**config.mk**
```make
export PLATFORM = sky130hd
export DESIGN_NAME = sad_addr_detect
export DESIGN_NICKNAME = d
export VERILOG_FILES = /design/src/design/sad_pkg.sv /design/src/design/sad_lines_if.sv /design/src/design/sad_line_sync.sv /design/src/design/sad_addr_detect.sv
export SDC_FILE = /design/constraint.sdc
export NUM_CORES = 1
export LEC_CHECK = 0
export BUFFER_PORTS_ARGS = -buffer_cell sky130_fd_sc_hd__buf_2
export CORE_MARGIN = 2
export CORE_UTILIZATION = 57
export DETAILED_ROUTE_END_ITERATION = 6
export HOLD_SLACK_MARGIN = 0.08
export PLACE_DENSITY = 0.84
export RECOVER_POWER = 100
export SLEW_MARGIN = 40
export SYNTH_ARGS = -nofsm -noshare
export SYNTH_HDL_FRONTEND = slang
export SYNTH_SLANG_ARGS = --single-unit
```
**constraint.sdc**
```tcl
create_clock -name sys_clk -period 3.85 [get_ports sys_clk]
set_input_delay 1.155 -clock sys_clk [delete_from_list [all_inputs] [get_ports sys_clk]]
set_output_delay 1.155 -clock sys_clk [all_outputs]
set_load 0.01 [all_outputs]
```
**src/design/sad_pkg.sv**
```systemverilog
package sad_pkg;

  // ----------------------------------------------------------------
  // Widths and counts
  // ----------------------------------------------------------------
  localparam int         ADDR_W     = 10;
  localparam logic [3:0] BIT_EVAL   = 4'h8;
  localparam logic [3:0] BIT_ACK    = 4'h9;

  // ----------------------------------------------------------------
  // Address patterns
  // ----------------------------------------------------------------
  localparam logic [7:0] GC_BYTE    = 8'h00;
  localparam logic [4:0] TEN_PREFIX = 5'h1E;
  localparam logic [3:0] RSV_LOW    = 4'h0;
  localparam logic [3:0] RSV_HIGH   = 4'hF;

  // ----------------------------------------------------------------
  // Reset values
  // ----------------------------------------------------------------
  localparam logic [7:0] RSR_RESET  = 8'h00;
  localparam logic [3:0] CNT_RESET  = 4'h0;

  // ----------------------------------------------------------------
  // Slave address state, Gray along idle-addr1-addr2-data
  // ----------------------------------------------------------------
  typedef enum logic [2:0] {
    ST_IDLE   = 3'h0,
    ST_ADDR1  = 3'h1,
    ST_ADDR2  = 3'h3,
    ST_DATA   = 3'h2,
    ST_IGNORE = 3'h6
  } sad_state_type;

endpackage

```
**src/design/sad_lines_if.sv**
```systemverilog
interface sad_lines_if;
  logic scl;
  logic sda;
  logic scl_rise;
  logic scl_fall;
  logic start_seen;
  logic stop_seen;

  modport src (
    output scl,
    output sda,
    output scl_rise,
    output scl_fall,
    output start_seen,
    output stop_seen
  );

  modport dst (
    input scl,
    input sda,
    input scl_rise,
    input scl_fall,
    input start_seen,
    input stop_seen
  );
endinterface

```
**src/design/sad_line_sync.sv**
```systemverilog
module sad_line_sync
  import sad_pkg::*;
(
  input  wire logic sys_clk,
  input  wire logic reset_n,
  input  wire logic scl_pin,
  input  wire logic sda_pin,
  sad_lines_if.src  lines
);

  // ----------------------------------------------------------------
  // Two-stage synchronisers and previous samples
  // ----------------------------------------------------------------
  logic [1:0] scl_sync_reg;
  logic [1:0] sda_sync_reg;
  logic       scl_last_reg;
  logic       sda_last_reg;

  always_ff @(posedge sys_clk or negedge reset_n) begin
    if (!reset_n) begin
      scl_sync_reg <= 2'h3;
      sda_sync_reg <= 2'h3;
      scl_last_reg <= 1'h1;
      sda_last_reg <= 1'h1;
    end else begin
      scl_sync_reg <= {scl_sync_reg[0], scl_pin};
      sda_sync_reg <= {sda_sync_reg[0], sda_pin};
      scl_last_reg <= scl_sync_reg[1];
      sda_last_reg <= sda_sync_reg[1];
    end
  end

  // ----------------------------------------------------------------
  // Edge and bus condition decode
  // ----------------------------------------------------------------
  wire scl_high_both = scl_sync_reg[1] & scl_last_reg;

  assign lines.scl        = scl_sync_reg[1];
  assign lines.sda        = sda_sync_reg[1];
  assign lines.scl_rise   = scl_sync_reg[1] & ~scl_last_reg;
  assign lines.scl_fall   = ~scl_sync_reg[1] & scl_last_reg;
  assign lines.start_seen = scl_high_both & sda_last_reg & ~sda_sync_reg[1];
  assign lines.stop_seen  = scl_high_both & ~sda_last_reg & sda_sync_reg[1];

endmodule

```
**src/design/sad_addr_detect.sv**
```systemverilog
module sad_addr_detect
  import sad_pkg::*;
(
  input  wire logic              sys_clk,
  input  wire logic              reset_n,
  input  wire logic              module_enable,
  input  wire logic              broadcast_enable,
  input  wire logic              accept_all_enable,
  input  wire logic              ten_bit_addr_mode,
  input  wire logic [ADDR_W-1:0] own_address,
  input  wire logic [ADDR_W-1:0] address_mask,
  input  wire logic              buffer_read,
  input  wire logic              interrupt_clear,
  input  wire logic              bus_clock_line_in,
  input  wire logic              bus_data_line_in,
  output logic                   bus_data_line_out,
  output logic                   bus_data_line_oe_n,
  output logic [7:0]             receive_buffer,
  output logic                   buffer_full_flag,
  output logic                   broadcast_seen_flag,
  output logic                   data_address_flag,
  output logic                   read_write_flag,
  output logic                   ten_bit_done_flag,
  output logic                   slave_interrupt_flag
);

  // ----------------------------------------------------------------
  // Functions
  // ----------------------------------------------------------------
  function automatic logic masked_eq(input logic [7:0] a, input logic [7:0] b,
                                     input logic [7:0] m);
    return &(~(a ^ b) | m);
  endfunction

  function automatic logic reserved7(input logic [6:0] a);
    return (a[6:3] == RSV_LOW) || (a[6:3] == RSV_HIGH);
  endfunction

  // ----------------------------------------------------------------
  // Line synchroniser
  // ----------------------------------------------------------------
  sad_lines_if lines ();

  sad_line_sync u_sync (
    .sys_clk (sys_clk),
    .reset_n (reset_n),
    .scl_pin (bus_clock_line_in),
    .sda_pin (bus_data_line_in),
    .lines   (lines)
  );

  // ----------------------------------------------------------------
  // Registers
  // ----------------------------------------------------------------
  sad_state_type state_reg;
  sad_state_type state_next;
  logic [3:0]    bit_cnt_reg;
  logic [7:0]    rsr_reg;
  logic [7:0]    rcv_reg;
  logic          rbf_reg;
  logic          gc_seen_reg;
  logic          dna_reg;
  logic          rnw_reg;
  logic          add10_reg;
  logic          intr_reg;
  logic          ack_drive_reg;
  logic          ten_matched_reg;

  // ----------------------------------------------------------------
  // Address decode
  // ----------------------------------------------------------------
  wire [ADDR_W-1:0] mask_eff = accept_all_enable ? '0 : address_mask;
  wire in_addr = (state_reg == ST_ADDR1) || (state_reg == ST_ADDR2);
  wire eval = module_enable && lines.scl_fall && (bit_cnt_reg == BIT_EVAL) && in_addr;
  wire ack_end = lines.scl_fall && (bit_cnt_reg == BIT_ACK);
  wire gc_hit = broadcast_enable && (rsr_reg == GC_BYTE);
  wire rsvd_hit = reserved7(rsr_reg[7:1]);
  wire own7_hit = !ten_bit_addr_mode && !rsvd_hit
                  && masked_eq({1'b0, rsr_reg[7:1]}, {1'b0, own_address[6:0]},
                               {1'b0, mask_eff[6:0]});
  wire hi_any = ten_bit_addr_mode && (rsr_reg[7:3] == TEN_PREFIX)
                && masked_eq({6'h00, rsr_reg[2:1]}, {6'h00, own_address[9:8]},
                             {6'h00, mask_eff[9:8]});
  wire hi_hit = hi_any && !rsr_reg[0];
  wire resume_hit = hi_any && ten_matched_reg;
  wire lo_hit = masked_eq(rsr_reg, own_address[7:0], mask_eff[7:0]);
  wire first_done = accept_all_enable || gc_hit || own7_hit || resume_hit;
  wire first_ok = first_done || hi_hit;
  wire addr_ok = (state_reg == ST_ADDR1) ? first_ok : (lo_hit || accept_all_enable);
  wire gc_take = eval && (state_reg == ST_ADDR1) && gc_hit;
  wire shift_en = lines.scl_rise && in_addr && (bit_cnt_reg < BIT_EVAL);

  // ----------------------------------------------------------------
  // State machine
  // ----------------------------------------------------------------
  always_comb begin
    state_next = state_reg;
    case (state_reg)
      ST_ADDR1: begin
        if (eval) begin
          state_next = first_done ? ST_DATA : (hi_hit ? ST_ADDR2 : ST_IGNORE);
        end
      end
      ST_ADDR2: begin
        if (eval) begin
          state_next = addr_ok ? ST_DATA : ST_IGNORE;
        end
      end
      ST_IDLE, ST_DATA, ST_IGNORE: state_next = state_reg;
      default: state_next = ST_IDLE;
    endcase
    if (lines.start_seen) begin
      state_next = ST_ADDR1;
    end else if (lines.stop_seen) begin
      state_next = ST_IDLE;
    end
  end

  always_ff @(posedge sys_clk or negedge reset_n) begin
    if (!reset_n) begin
      state_reg <= ST_IDLE;
    end else begin
      state_reg <= module_enable ? state_next : ST_IDLE;
    end
  end

  // ----------------------------------------------------------------
  // Bit counter and shift register
  // ----------------------------------------------------------------
  always_ff @(posedge sys_clk or negedge reset_n) begin
    if (!reset_n) begin
      bit_cnt_reg <= CNT_RESET;
    end else if (!module_enable || lines.start_seen || ack_end) begin
      bit_cnt_reg <= CNT_RESET;
    end else if (lines.scl_rise && (bit_cnt_reg != BIT_ACK)) begin
      bit_cnt_reg <= bit_cnt_reg + 4'h1;
    end
  end

  always_ff @(posedge sys_clk or negedge reset_n) begin
    if (!reset_n) begin
      rsr_reg <= RSR_RESET;
    end else if (shift_en) begin
      rsr_reg <= {rsr_reg[6:0], lines.sda};
    end
  end

  // ----------------------------------------------------------------
  // Acknowledge drive
  // ----------------------------------------------------------------
  always_ff @(posedge sys_clk or negedge reset_n) begin
    if (!reset_n) begin
      ack_drive_reg <= 1'b0;
    end else if (!module_enable || lines.start_seen || lines.stop_seen || ack_end) begin
      ack_drive_reg <= 1'b0;
    end else if (eval && addr_ok) begin
      ack_drive_reg <= 1'b1;
    end
  end

  // ----------------------------------------------------------------
  // Status bits
  // ----------------------------------------------------------------
  always_ff @(posedge sys_clk or negedge reset_n) begin
    if (!reset_n) begin
      gc_seen_reg <= 1'b0;
      dna_reg     <= 1'b0;
      rnw_reg     <= 1'b0;
      add10_reg   <= 1'b0;
    end else if (!module_enable) begin
      gc_seen_reg <= 1'b0;
      dna_reg     <= 1'b0;
      rnw_reg     <= 1'b0;
      add10_reg   <= 1'b0;
    end else if (eval && addr_ok) begin
      gc_seen_reg <= gc_take;
      dna_reg     <= 1'b0;
      rnw_reg     <= (state_reg == ST_ADDR1) && !gc_take && rsr_reg[0];
      add10_reg   <= (state_reg == ST_ADDR2) || resume_hit;
    end else if (lines.start_seen) begin
      gc_seen_reg <= 1'b0;
      add10_reg   <= 1'b0;
    end
  end

  always_ff @(posedge sys_clk or negedge reset_n) begin
    if (!reset_n) begin
      ten_matched_reg <= 1'b0;
    end else if (!module_enable || lines.stop_seen) begin
      ten_matched_reg <= 1'b0;
    end else if (eval && (state_reg == ST_ADDR2) && lo_hit) begin
      ten_matched_reg <= 1'b1;
    end
  end

  // ----------------------------------------------------------------
  // Receive buffer and interrupt, set wins over clear
  // ----------------------------------------------------------------
  always_ff @(posedge sys_clk or negedge reset_n) begin
    if (!reset_n) begin
      rcv_reg <= RSR_RESET;
      rbf_reg <= 1'b0;
    end else if (gc_take) begin
      rcv_reg <= rsr_reg;
      rbf_reg <= 1'b1;
    end else if (buffer_read || !module_enable) begin
      rbf_reg <= 1'b0;
    end
  end

  always_ff @(posedge sys_clk or negedge reset_n) begin
    if (!reset_n) begin
      intr_reg <= 1'b0;
    end else if (ack_end && ack_drive_reg) begin
      intr_reg <= 1'b1;
    end else if (interrupt_clear || !module_enable) begin
      intr_reg <= 1'b0;
    end
  end

  assign bus_data_line_out    = 1'b0;
  assign bus_data_line_oe_n   = ~ack_drive_reg;
  assign receive_buffer       = rcv_reg;
  assign buffer_full_flag     = rbf_reg;
  assign broadcast_seen_flag  = gc_seen_reg;
  assign data_address_flag    = dna_reg;
  assign read_write_flag      = rnw_reg;
  assign ten_bit_done_flag    = add10_reg;
  assign slave_interrupt_flag = intr_reg;
endmodule

```
==> results of run 1 <==
[routing by layer]
metal | up-vias | routed length [µm]
met1 | 731 | 1730
met5 | - | 0
met3 | 4 | 174
met2 | 44 | 1780
li1 | 708 | -
met4 | 0 | 31
[final cells by class]
class | instances | area, µm² | share of cell area [%]
Timing Repair Buffer | 43 | 194 | 8.95
Sequential cell | 36 | 908 | 41.9
Clock buffer | 7 | 45.0 | 2.08
Multi-Input combinational cell | 129 | 925 | 42.7
Inverter | 8 | 30.0 | 1.39
Tap cell | 44 | 55.1 | 2.54
Clock inverter | 1 | 8.76 | 0.404
[worst min-delay path by stage]
stage,to,slack (ns),cells after the start
3_5_place_dp,u_sync.scl_sync_reg[1],0.35,0
6_report,u_sync.scl_sync_reg[1],0.37,0
2_1_floorplan,u_sync.scl_sync_reg[1],0.35,0
4_1_cts,u_sync.scl_sync_reg[1],0.36,0
3_3_place_gp,u_sync.scl_sync_reg[1],0.35,0
5_1_grt,u_sync.scl_sync_reg[1],0.38,0
[logic make-up after synthesis]
family / share of synthesized area, %
flip-flops: 47.7
buffers and inverters: 3.41
adder cells (fa/ha/maj): 1.97
AND/OR/NAND/NOR: 18.8
multiplexers: 5.78
XOR/XNOR: 9.19
other: 0.197
AO/OA/AOI/OAI: 13.0
[worst register-to-register path, cell delays in order (launching register included)]
cell and delay (ns):
dfrtp_1 0.44, inv_1 0.11, ha_1 0.15, nand3_1 0.07, nor2_1 0.34, nand2_1 0.16, nor3_2 0.54, a31o_2 0.20
[cell usage after synthesis (all sizes together)]
library cell / instances / area share [%]
nand2: 10 / 2.0
conb: 1 / 0.20
o21ai: 3 / 0.79
mux2i: 2 / 1.1
nand3b: 2 / 0.99
dfstp: 6 / 8.3
a21oi: 8 / 2.1
xnor2: 18 / 8.3
nor4: 5 / 2.3
dfrtp: 30 / 39
ha: 3 / 2.0
o31ai: 2 / 0.79
a22o: 1 / 0.46
and2b: 1 / 0.39
xor2: 2 / 0.92
clkbuf: 4 / 0.79
a22oi: 1 / 0.39
a2111oi: 1 / 1.4
a211oi: 3 / 1.7
o22ai: 8 / 2.6
nor2: 9 / 1.8
nand2b: 2 / 0.66
nor3: 5 / 1.6
and4: 1 / 0.46
inv: 8 / 1.6
a31o: 2 / 0.92
a21boi: 1 / 0.39
o31a: 1 / 0.46
mux2: 8 / 4.7
nor2b: 18 / 6.0
buf: 3 / 1.1
nand4: 4 / 1.3
nand3: 5 / 1.3
a211o: 1 / 0.92
[power breakdown]
part | internal, mW | switching (mW)
combinational | 0.0492 | 0.0523
clock | 0.0734 | 0.117
sequential | 0.392 | 0.0229
[per-stage QoR]
step                power, mW  util, %
floorplan               0.488        -
global placement        0.523     68.6
detailed placement      0.526     68.6
CTS                     0.716     70.3
global route            0.744     69.2
finish                  0.706     69.2
==> results.toml, run 1 <==
[clock_tree]
clk_path_buf_depth = 2
cts_hold_buffers = 0
post_cts_buffers = 0
cts_root_buf = "clkbuf_4"
clkLatencyLatePin_ns = 0.33
clkTransAtPathRegs_ns = 0.12
cts.sinks = 36
postCtsResizedCells = 0
htreeDepth = 2
cts_made_buffers = 5
tritoncts = "done"

[worst_setup_path]
startpoint = "accept_all_enable"
cp.arrival_ns = 2.94
worst-path-buf-inv = 1
worst_setup_path_start_kind = "primary input"
worstPathMaxFanout = 12
regToRegStartpoint = "bit_cnt_reg[0]"
reg2reg_to = "buffer_full_flag"
crit_chain = "clkbuf_1, and2b_1, o22ai_1, nor4_1, nor2_1, a211o_4, a31o_1"
crit_end = "broadcast_seen_flag"
crit_cells = 7
crit_family = "simple AND/OR/NAND/NOR gates"
rrSetupSlack_ns = 1.78
worstSetupPathType = "primary input to flip-flop"
max_stage_delay_ns = 0.48
required_ns = 4.09
end_kind = "flip-flop"
reg2regPathDepth = 7
crit_slowest_cell = "nor4_1"

[route]
wl_per_cell_um = 13.9
drt_iter0_drc = 82
drt_pass1_iterations = 4
vias_per_cell = 5.55
ant_nets = 0
num_vias = 1487
drc = 0
drt_wl_total_mm = 3.72

[sta]
maxSlewViolCount = 37
worst_slack_ns = 1.15
fin_hold_ws_ns = 0.366
fin_crit_ns = 2.70
finalSetupViolations = 0
post-route-period-util_pct = 70.3
worstMarginPinSlew_ns = 1.90
rsz0062_at_grt = "no"
fmax_ghz = 0.370
fin_worst_skew_ns = 0.0175
slew_headroom_pct = -26.3
hold_viol = 0
fin_setup_tns_ns = 0

[floorplanning]
coreArea_mm2 = 0.00313
rows = 20
dieArea_mm2 = 0.00382
io_pins = 46
die_h_um = 61.8
fp.dieW_um = 61.8
initial_core_util_pct = 60.9

[global_route]
grt-ovfl-total = 0
grt_pass1_vias = 1443
grt_max_degree = 37
grt_use_met2_pct = 35.9
gr-max-usage-layer = "met2"
gr-usage-all-layers_pct = 22.4
use_met1_pct = 29.3
grt_pass1_wl_mm = 6.25
antenna_found_initial = 0
met3_usage_pct = 7.04

[pwr]
p_leak_nw = 0.943
max-vdd-ir-drop_mv = 0.254
p_per_area_mw_per_mm2 = 326

[run_status]
violations = "capacitance limit, slew limit"
run_status = "finished with violations"

[synth]
synth.avg_cell_area_um2 = 10.6
synth_area_mm2 = 0.00191
yosysUniqueCellTypes = 41
postSynthCellCount = 179
yosysSeqAreaShare_pct = 47.7
yosysWarnings = 0
synth_seq_cells = 36

[layout]
final_area_mm2 = 0.00217
area_delta_synth_final_pct = 13.7
layout_common_cells = "30 x dfrtp_1, 26 x buf_2, 19 x clkbuf_1, 18 x xnor2_1, 17 x nor2b_1"
drive_gt1_share_pct = 23.2
fin_cells = 268
final_common_cell = "dfrtp_1"
fin_nets = 256
fillCellCount = 273
antenna_cells = 0

[min_path]
hold_path_class = "flip-flop to flip-flop"
min_from = "u_sync.scl_sync_reg[0]"

[run]
maxCapViolations = 1

[placement]
place_ws_ns = 1.01
place_hpwl_mm = 2.88
place_congestion = 0.901
port_buffers = 43
post_dp_cell_area_mm2 = 0.00214
place_inst = 260
Power figures use the tool's default switching activity.
==> inputs of run 2 (changes only) <==
Settings changed: ABC_AREA set to 1, CORE_UTILIZATION 57 to 48, PLACE_DENSITY 0.84 to 0.75.
Clock period 3.85 ns to 2.3 ns, I/O delays scaled along.
==> run 2 against run 1 <==
Compared with the run above:
- the flow now finishes without violations
- core utilization is 11 points lower
- largest cell class is now sequential cells
- critical path depth is 6 higher
- flip-flop and latch count stayed put
- final cell count is 39% higher
- register-to-register slack worse by 1.1 ns
- setup slack worse by 0.73 ns
- sequential share of layout area is 3.3 points lower
- global-route usage is 3.8 points lower
==> results.toml, run 2 <==
[run_status]
run_status = "finished, final reports clean"

[clock_tree]
cts_hold_buffers = 0
clkLatencyLatePin_ns = 0.29
postCtsResizedCells = 0
clkTransAtPathRegs_ns = 0.07
cts_root_buf = "clkbuf_8"
htreeDepth = 2
post_cts_buffers = 0
cts.sinks = 36
tritoncts = "done"
cts_made_buffers = 5
clk_path_buf_depth = 2

[synth]
postSynthCellCount = 275
synth_top_area_cell = "dfrtp_1"
async_reset_ff_share_pct = 100
yosys.area.top_type_share_pct = 36.8
yosysUniqueCellTypes = 29
synth_edf_count = 0
synth_most_common_cell = "nand2_1"
yosysWarnings = 0
synth_area_mm2 = 0.00204
synth_seq_cells = 36
ys.flop_type = "dfrtp_1"
synth.avg_cell_area_um2 = 7.43
yosysSeqAreaShare_pct = 44.5
yosys-top-cells-count = "84 x nand2_1, 45 x inv_1, 30 x dfrtp_1"
synthTopCellsByArea = "dfrtp_1 37%, nand2_1 15%, inv_1 8.3%"

[pwr]
clockPowerShare_pct = 36.8
seqPwrFrac_pct = 51.8
swShare_pct = 26.2
max-vdd-ir-drop_mv = 0.438
p_per_area_mw_per_mm2 = 545
intPower_mw = 0.946
p_total_mw = 1.28
combPwrFrac_pct = 11.4
power.switching_mw = 0.336
p_leak_nw = 1.27

[layout]
antenna_cells = 0
fin_nets = 355
area_delta_synth_final_pct = 15.2
drive_gt1_share_pct = 19.2
final_common_cell = "nand2_1"
layout_common_cells = "85 x nand2_1, 46 x inv_1, 30 x dfrtp_1, 27 x buf_2, 22 x nand3_1"
fin_cells = 373
utilization_pct = 58.0

[route]
drt_pass1_iterations = 4
drc = 0
num_vias = 1798
vias_per_cell = 4.82
drt_iter0_drc = 84
drt_wl_total_mm = 4.09
ant_nets = 0
wl_per_cell_um = 11.0

[floorplanning]
fp.dieW_um = 69.2
dieArea_mm2 = 0.00479
rows = 23
initial_core_util_pct = 50.3
die_h_um = 69.2
io_pins = 46
coreArea_mm2 = 0.00406

[worst_setup_path]
rrSetupSlack_ns = 0.66
reg2reg_to = "rsr_reg[0]"
worstPathMaxFanout = 12
crit_end = "ten_bit_done_flag"
regToRegStartpoint = "u_sync.scl_sync_reg[1]"
cp.arrival_ns = 2.07
startpoint = "accept_all_enable"
end_kind = "flip-flop"
worst_setup_path_start_kind = "primary input"
worstSetupPathType = "primary input to flip-flop"
reg2regPathDepth = 4
required_ns = 2.49

[global_route]
grt_pass1_wl_mm = 7.16
antenna_found_initial = 0
grt_pass1_vias = 1671
grt_max_degree = 37
gr-usage-all-layers_pct = 18.6
grt-ovfl-total = 0

[sta]
fin_worst_skew_ns = 0.00489
hold_viol = 0
slew_headroom_pct = 42.3
fmax_ghz = 0.530
post-route-period-util_pct = 82.0
rsz0062_at_grt = "no"
fin_setup_tns_ns = 0
maxSlewViolCount = 0
worstMarginPinSlew_ns = 0.866
fin_crit_ns = 1.89
finalSetupViolations = 0

[placement]
place_inst = 365
place_hpwl_mm = 3.08
port_buffers = 43
place_congestion = 0.853

[min_path]
hold_path_class = "flip-flop to flip-flop"

[run]
maxCapViolations = 0
run 2: changes by cell type in the layout (fill, tap and decap cells not counted), sizes merged, moves of 8 or more:
cell and change:
o22ai -8, inv +41, mux2 -8, o21ai +12
nor2 +11, nand3 +22, xnor2 -18, nor2b -18
nand2 +84
run 2: final cells by class:
cell class | instances | area [µm²]
well taps | 50 | 62.6
clock buffers | 6 | 82.6
repair buffers | 43 | 196
fillers | 381 | 1710
inverters | 51 | 191
multi-input cells | 185 | 896
flip-flops and latches | 36 | 908
clock inverters | 2 | 15.0
run 2: cells by family (layout without fill, tap and decap cells):
| group | Yosys count | in the layout | synth area share (%) |
|---|---|---|---|
| DFF | 36 | 36 | 44.5 |
| other | 1 | 2 | 0.184 |
| adders and majority gates | 3 | 3 | 1.84 |
| AOI/OAI and AO/OA | 27 | 27 | 7.66 |
| buffers and inverters | 55 | 102 | 11.3 |
| and+or+nand+nor | 153 | 153 | 34.6 |
run 2: worst min-delay path by stage:
stage,start,depth (start not counted),to,slack [ns]
floorplan,u_sync.scl_sync_reg[0],0,u_sync.scl_sync_reg[1],0.35
finish,u_sync.sda_sync_reg[0],0,u_sync.sda_sync_reg[1],0.36
global placement,u_sync.scl_sync_reg[0],0,u_sync.scl_sync_reg[1],0.35
global route,u_sync.sda_sync_reg[0],0,u_sync.sda_sync_reg[1],0.36
CTS,u_sync.scl_sync_reg[0],0,u_sync.scl_sync_reg[1],0.36
detailed placement,u_sync.scl_sync_reg[0],0,u_sync.scl_sync_reg[1],0.35
run 2: power by group through the flow:
stage          registers [mW]  logic (mW)  clock network (mW)
3_3_place_gp            0.676       0.145                   0
2_1_floorplan           0.672      0.0939                   0
3_5_place_dp            0.677       0.147                   0
5_1_grt                 0.666       0.170               0.524
4_1_cts                 0.665       0.148               0.490
6_report                0.664       0.146               0.472
run 2: critical path, stage by stage:
cell,delay [ns]
clkbuf_1,0.10
inv_1,0.36
nand2_1,0.14
nand3_1,0.11
nand2_1,0.05
nor2_1,0.12
nand2_2,0.08
nand3_1,0.08
nand2_2,0.06
inv_2,0.07
nand2_1,0.08
nand3_1,0.09
nand2_1,0.05
run 2: per-stage QoR:
stage                     hold WS [ns]  instance area [µm²]  setup slack [ns]
after floorplan                  0.345                 2050             0.625
after global placement           0.346                 2280             0.352
after detailed placement         0.348                 2280             0.298
after CTS                        0.359                 2380             0.606
after global routing             0.363                 2350             0.234
final                            0.357                 2350             0.413
run 2: per-layer routing:
layer	routed length [µm]	vias up	share of wire, %	GRT usage, %
met5	0	-	0	0
met4	72	0	1.8	6.97
met3	274	6	6.7	5.52
met2	1730	60	42	28.8
met1	2010	790	49	24.7
li1	-	942	-	-
==> inputs of run 3 (changes only) <==
Settings changed: CORE_UTILIZATION 48 to 54, PLACE_DENSITY 0.75 to 0.8.
Clock period 2.3 ns to 1.8 ns, I/O delays scaled along.
==> run 3 against run 2 <==
Compared with the run above:
- register-to-register slack got worse by 0.46 ns
- hold slack worse by 0.015 ns
- total power is 31% higher
- critical path depth down 6
- first-iteration DRC count up 17%
- die area decreased by 10%
- cell area is 1.2% higher
- non-clock buffer count grew 3
- flip-flop and latch count unchanged
- final cell count is 0.27% higher
- core utilization increased by 7.0 points
- combinational power up 29%
- critical path type is now flip-flop to flip-flop
- largest power group unchanged
==> results.toml, run 3 (synthesis results as in run 2) <==
[run_status]
run_status = "finished, final reports clean"

[route]
vias_per_cell = 4.89
num_vias = 1827
drt_iter0_drc = 98
drt_pass1_iterations = 4
ant_nets = 0
drc = 0
wl_per_cell_um = 11.3
drt_wl_total_mm = 4.21

[worst_setup_path]
rrSetupSlack_ns = 0.20
crit_slowest_cell = "dfstp_2"
startpoint = "u_sync.scl_last_reg"
worstPathMaxFanout = 10
end_kind = "flip-flop"
crit_family = "simple AND/OR/NAND/NOR gates"
worst-path-buf-inv = 3
cp.arrival_ns = 1.79
worst_path_most_repeated_cell = "inv_1"
crit_cells = 7
regToRegStartpoint = "u_sync.scl_last_reg"
worstSetupPathType = "flip-flop to flip-flop"
crit_end = "receive_buffer[3]"
reg2reg_to = "receive_buffer[3]"
worst_setup_path_start_kind = "flip-flop"
max_stage_delay_ns = 0.55
reg2regPathDepth = 7
required_ns = 1.99
crit_chain = "inv_1, nor2_1, nand4_1, inv_1, nand3_1, nand2_1, inv_1"

[min_path]
min_delay_path_depth = 1
hold_path_class = "primary input to flip-flop"

[layout]
final_area_mm2 = 0.00238
layout_common_cells = "85 x nand2_1, 45 x inv_1, 30 x dfrtp_1, 29 x buf_2, 21 x nand3_1"
final_common_cell = "nand2_1"
fin_nets = 358
area_delta_synth_final_pct = 16.5
fin_cells = 374
antenna_cells = 0
drive_gt1_share_pct = 21.2

[sta]
fin_setup_tns_ns = 0
worstMarginPinSlew_ns = 0.851
rsz0062_at_grt = "no"
fmax_ghz = 0.623
fin_worst_skew_ns = 0.00717
maxSlewViolCount = 0
fin_crit_ns = 1.60
post-route-period-util_pct = 89.1
slew_headroom_pct = 43.3
finalSetupViolations = 0
hold_viol = 0

[clock_tree]
cts_root_buf = "clkbuf_8"
clkTransAtPathRegs_ns = 0.07
htreeDepth = 2
clk_path_buf_depth = 2
post_cts_buffers = 0
cts_hold_buffers = 0
cts_made_buffers = 5
postCtsResizedCells = 0
cts.sinks = 36
tritoncts = "done"
clkLatencyLatePin_ns = 0.29

[global_route]
grt_use_met2_pct = 36.9
gr-usage-all-layers_pct = 22.3
grt-ovfl-total = 0
gr-max-usage-layer = "met2"
use_met1_pct = 29.7
antenna_found_initial = 0
grt_pass1_wl_mm = 7.30
grt_pass1_vias = 1719
met3_usage_pct = 4.79
grt_max_degree = 37

[pwr]
max-vdd-ir-drop_mv = 0.694
intPower_mw = 1.25
p_leak_nw = 1.30
seqPwrFrac_pct = 50.8
combPwrFrac_pct = 11.2
clockPowerShare_pct = 38.0
p_per_area_mw_per_mm2 = 703
p_total_mw = 1.67
swShare_pct = 25.2
power.switching_mw = 0.422

[floorplanning]
io_pins = 46
dieArea_mm2 = 0.00429
rows = 22
die_h_um = 65.5
coreArea_mm2 = 0.00366
initial_core_util_pct = 55.8
fp.dieW_um = 65.5

[placement]
place_inst = 366
port_buffers = 43
place_congestion = 0.944
place_hpwl_mm = 3.20
post_dp_cell_area_mm2 = 0.00230

[run]
maxCapViolations = 0
[run 3: area by class of cell]
| type | count | area (µm²) |
|---|---|---|
| fill | 333 | 1280 |
| timing repair buffer | 46 | 215 |
| multi-input combinational | 185 | 905 |
| tap | 48 | 60.1 |
| inverter | 51 | 191 |
| clock buffer | 8 | 100 |
| sequential | 36 | 908 |
[run 3: power by group through the flow]
stage	Clock [mW]	Sequential, mW	Combinational [mW]
finish	0.636	0.849	0.188
global route	0.681	0.852	0.220
global placement	0	0.863	0.188
CTS	0.646	0.850	0.191
floorplan	0	0.859	0.120
detailed placement	0	0.865	0.190
[run 3: how the worst min path moves through the flow]
stage,from,endpoint,slack (ns)
floorplan,reset_n,ack_drive_reg,0.24
global placement,u_sync.scl_sync_reg[0],u_sync.scl_sync_reg[1],0.35
detailed placement,u_sync.scl_sync_reg[0],u_sync.scl_sync_reg[1],0.35
CTS,reset_n,rsr_reg[4],0.29
global route,bus_clock_line_in,u_sync.scl_sync_reg[0],0.34
finish,bus_data_line_in,u_sync.sda_sync_reg[0],0.34
[run 3: routing by layer]
layer | share of wire, % | routed length, µm
met1 | 47 | 1970
met2 | 46 | 1960
met3 | 5.4 | 227
met4 | 1.3 | 54
met5 | 0 | 0
[run 3: through the flow]
stage	utilization (%)	hold slack, ns	setup WS (ns)
6_report	65.0	0.342	0.195
5_1_grt	65.0	0.337	0.0360
4_1_cts	65.7	0.286	0.206
3_5_place_dp	63.0	0.349	-0.0417
3_3_place_gp	63.0	0.346	0.0155
2_1_floorplan	-	0.244	0.275
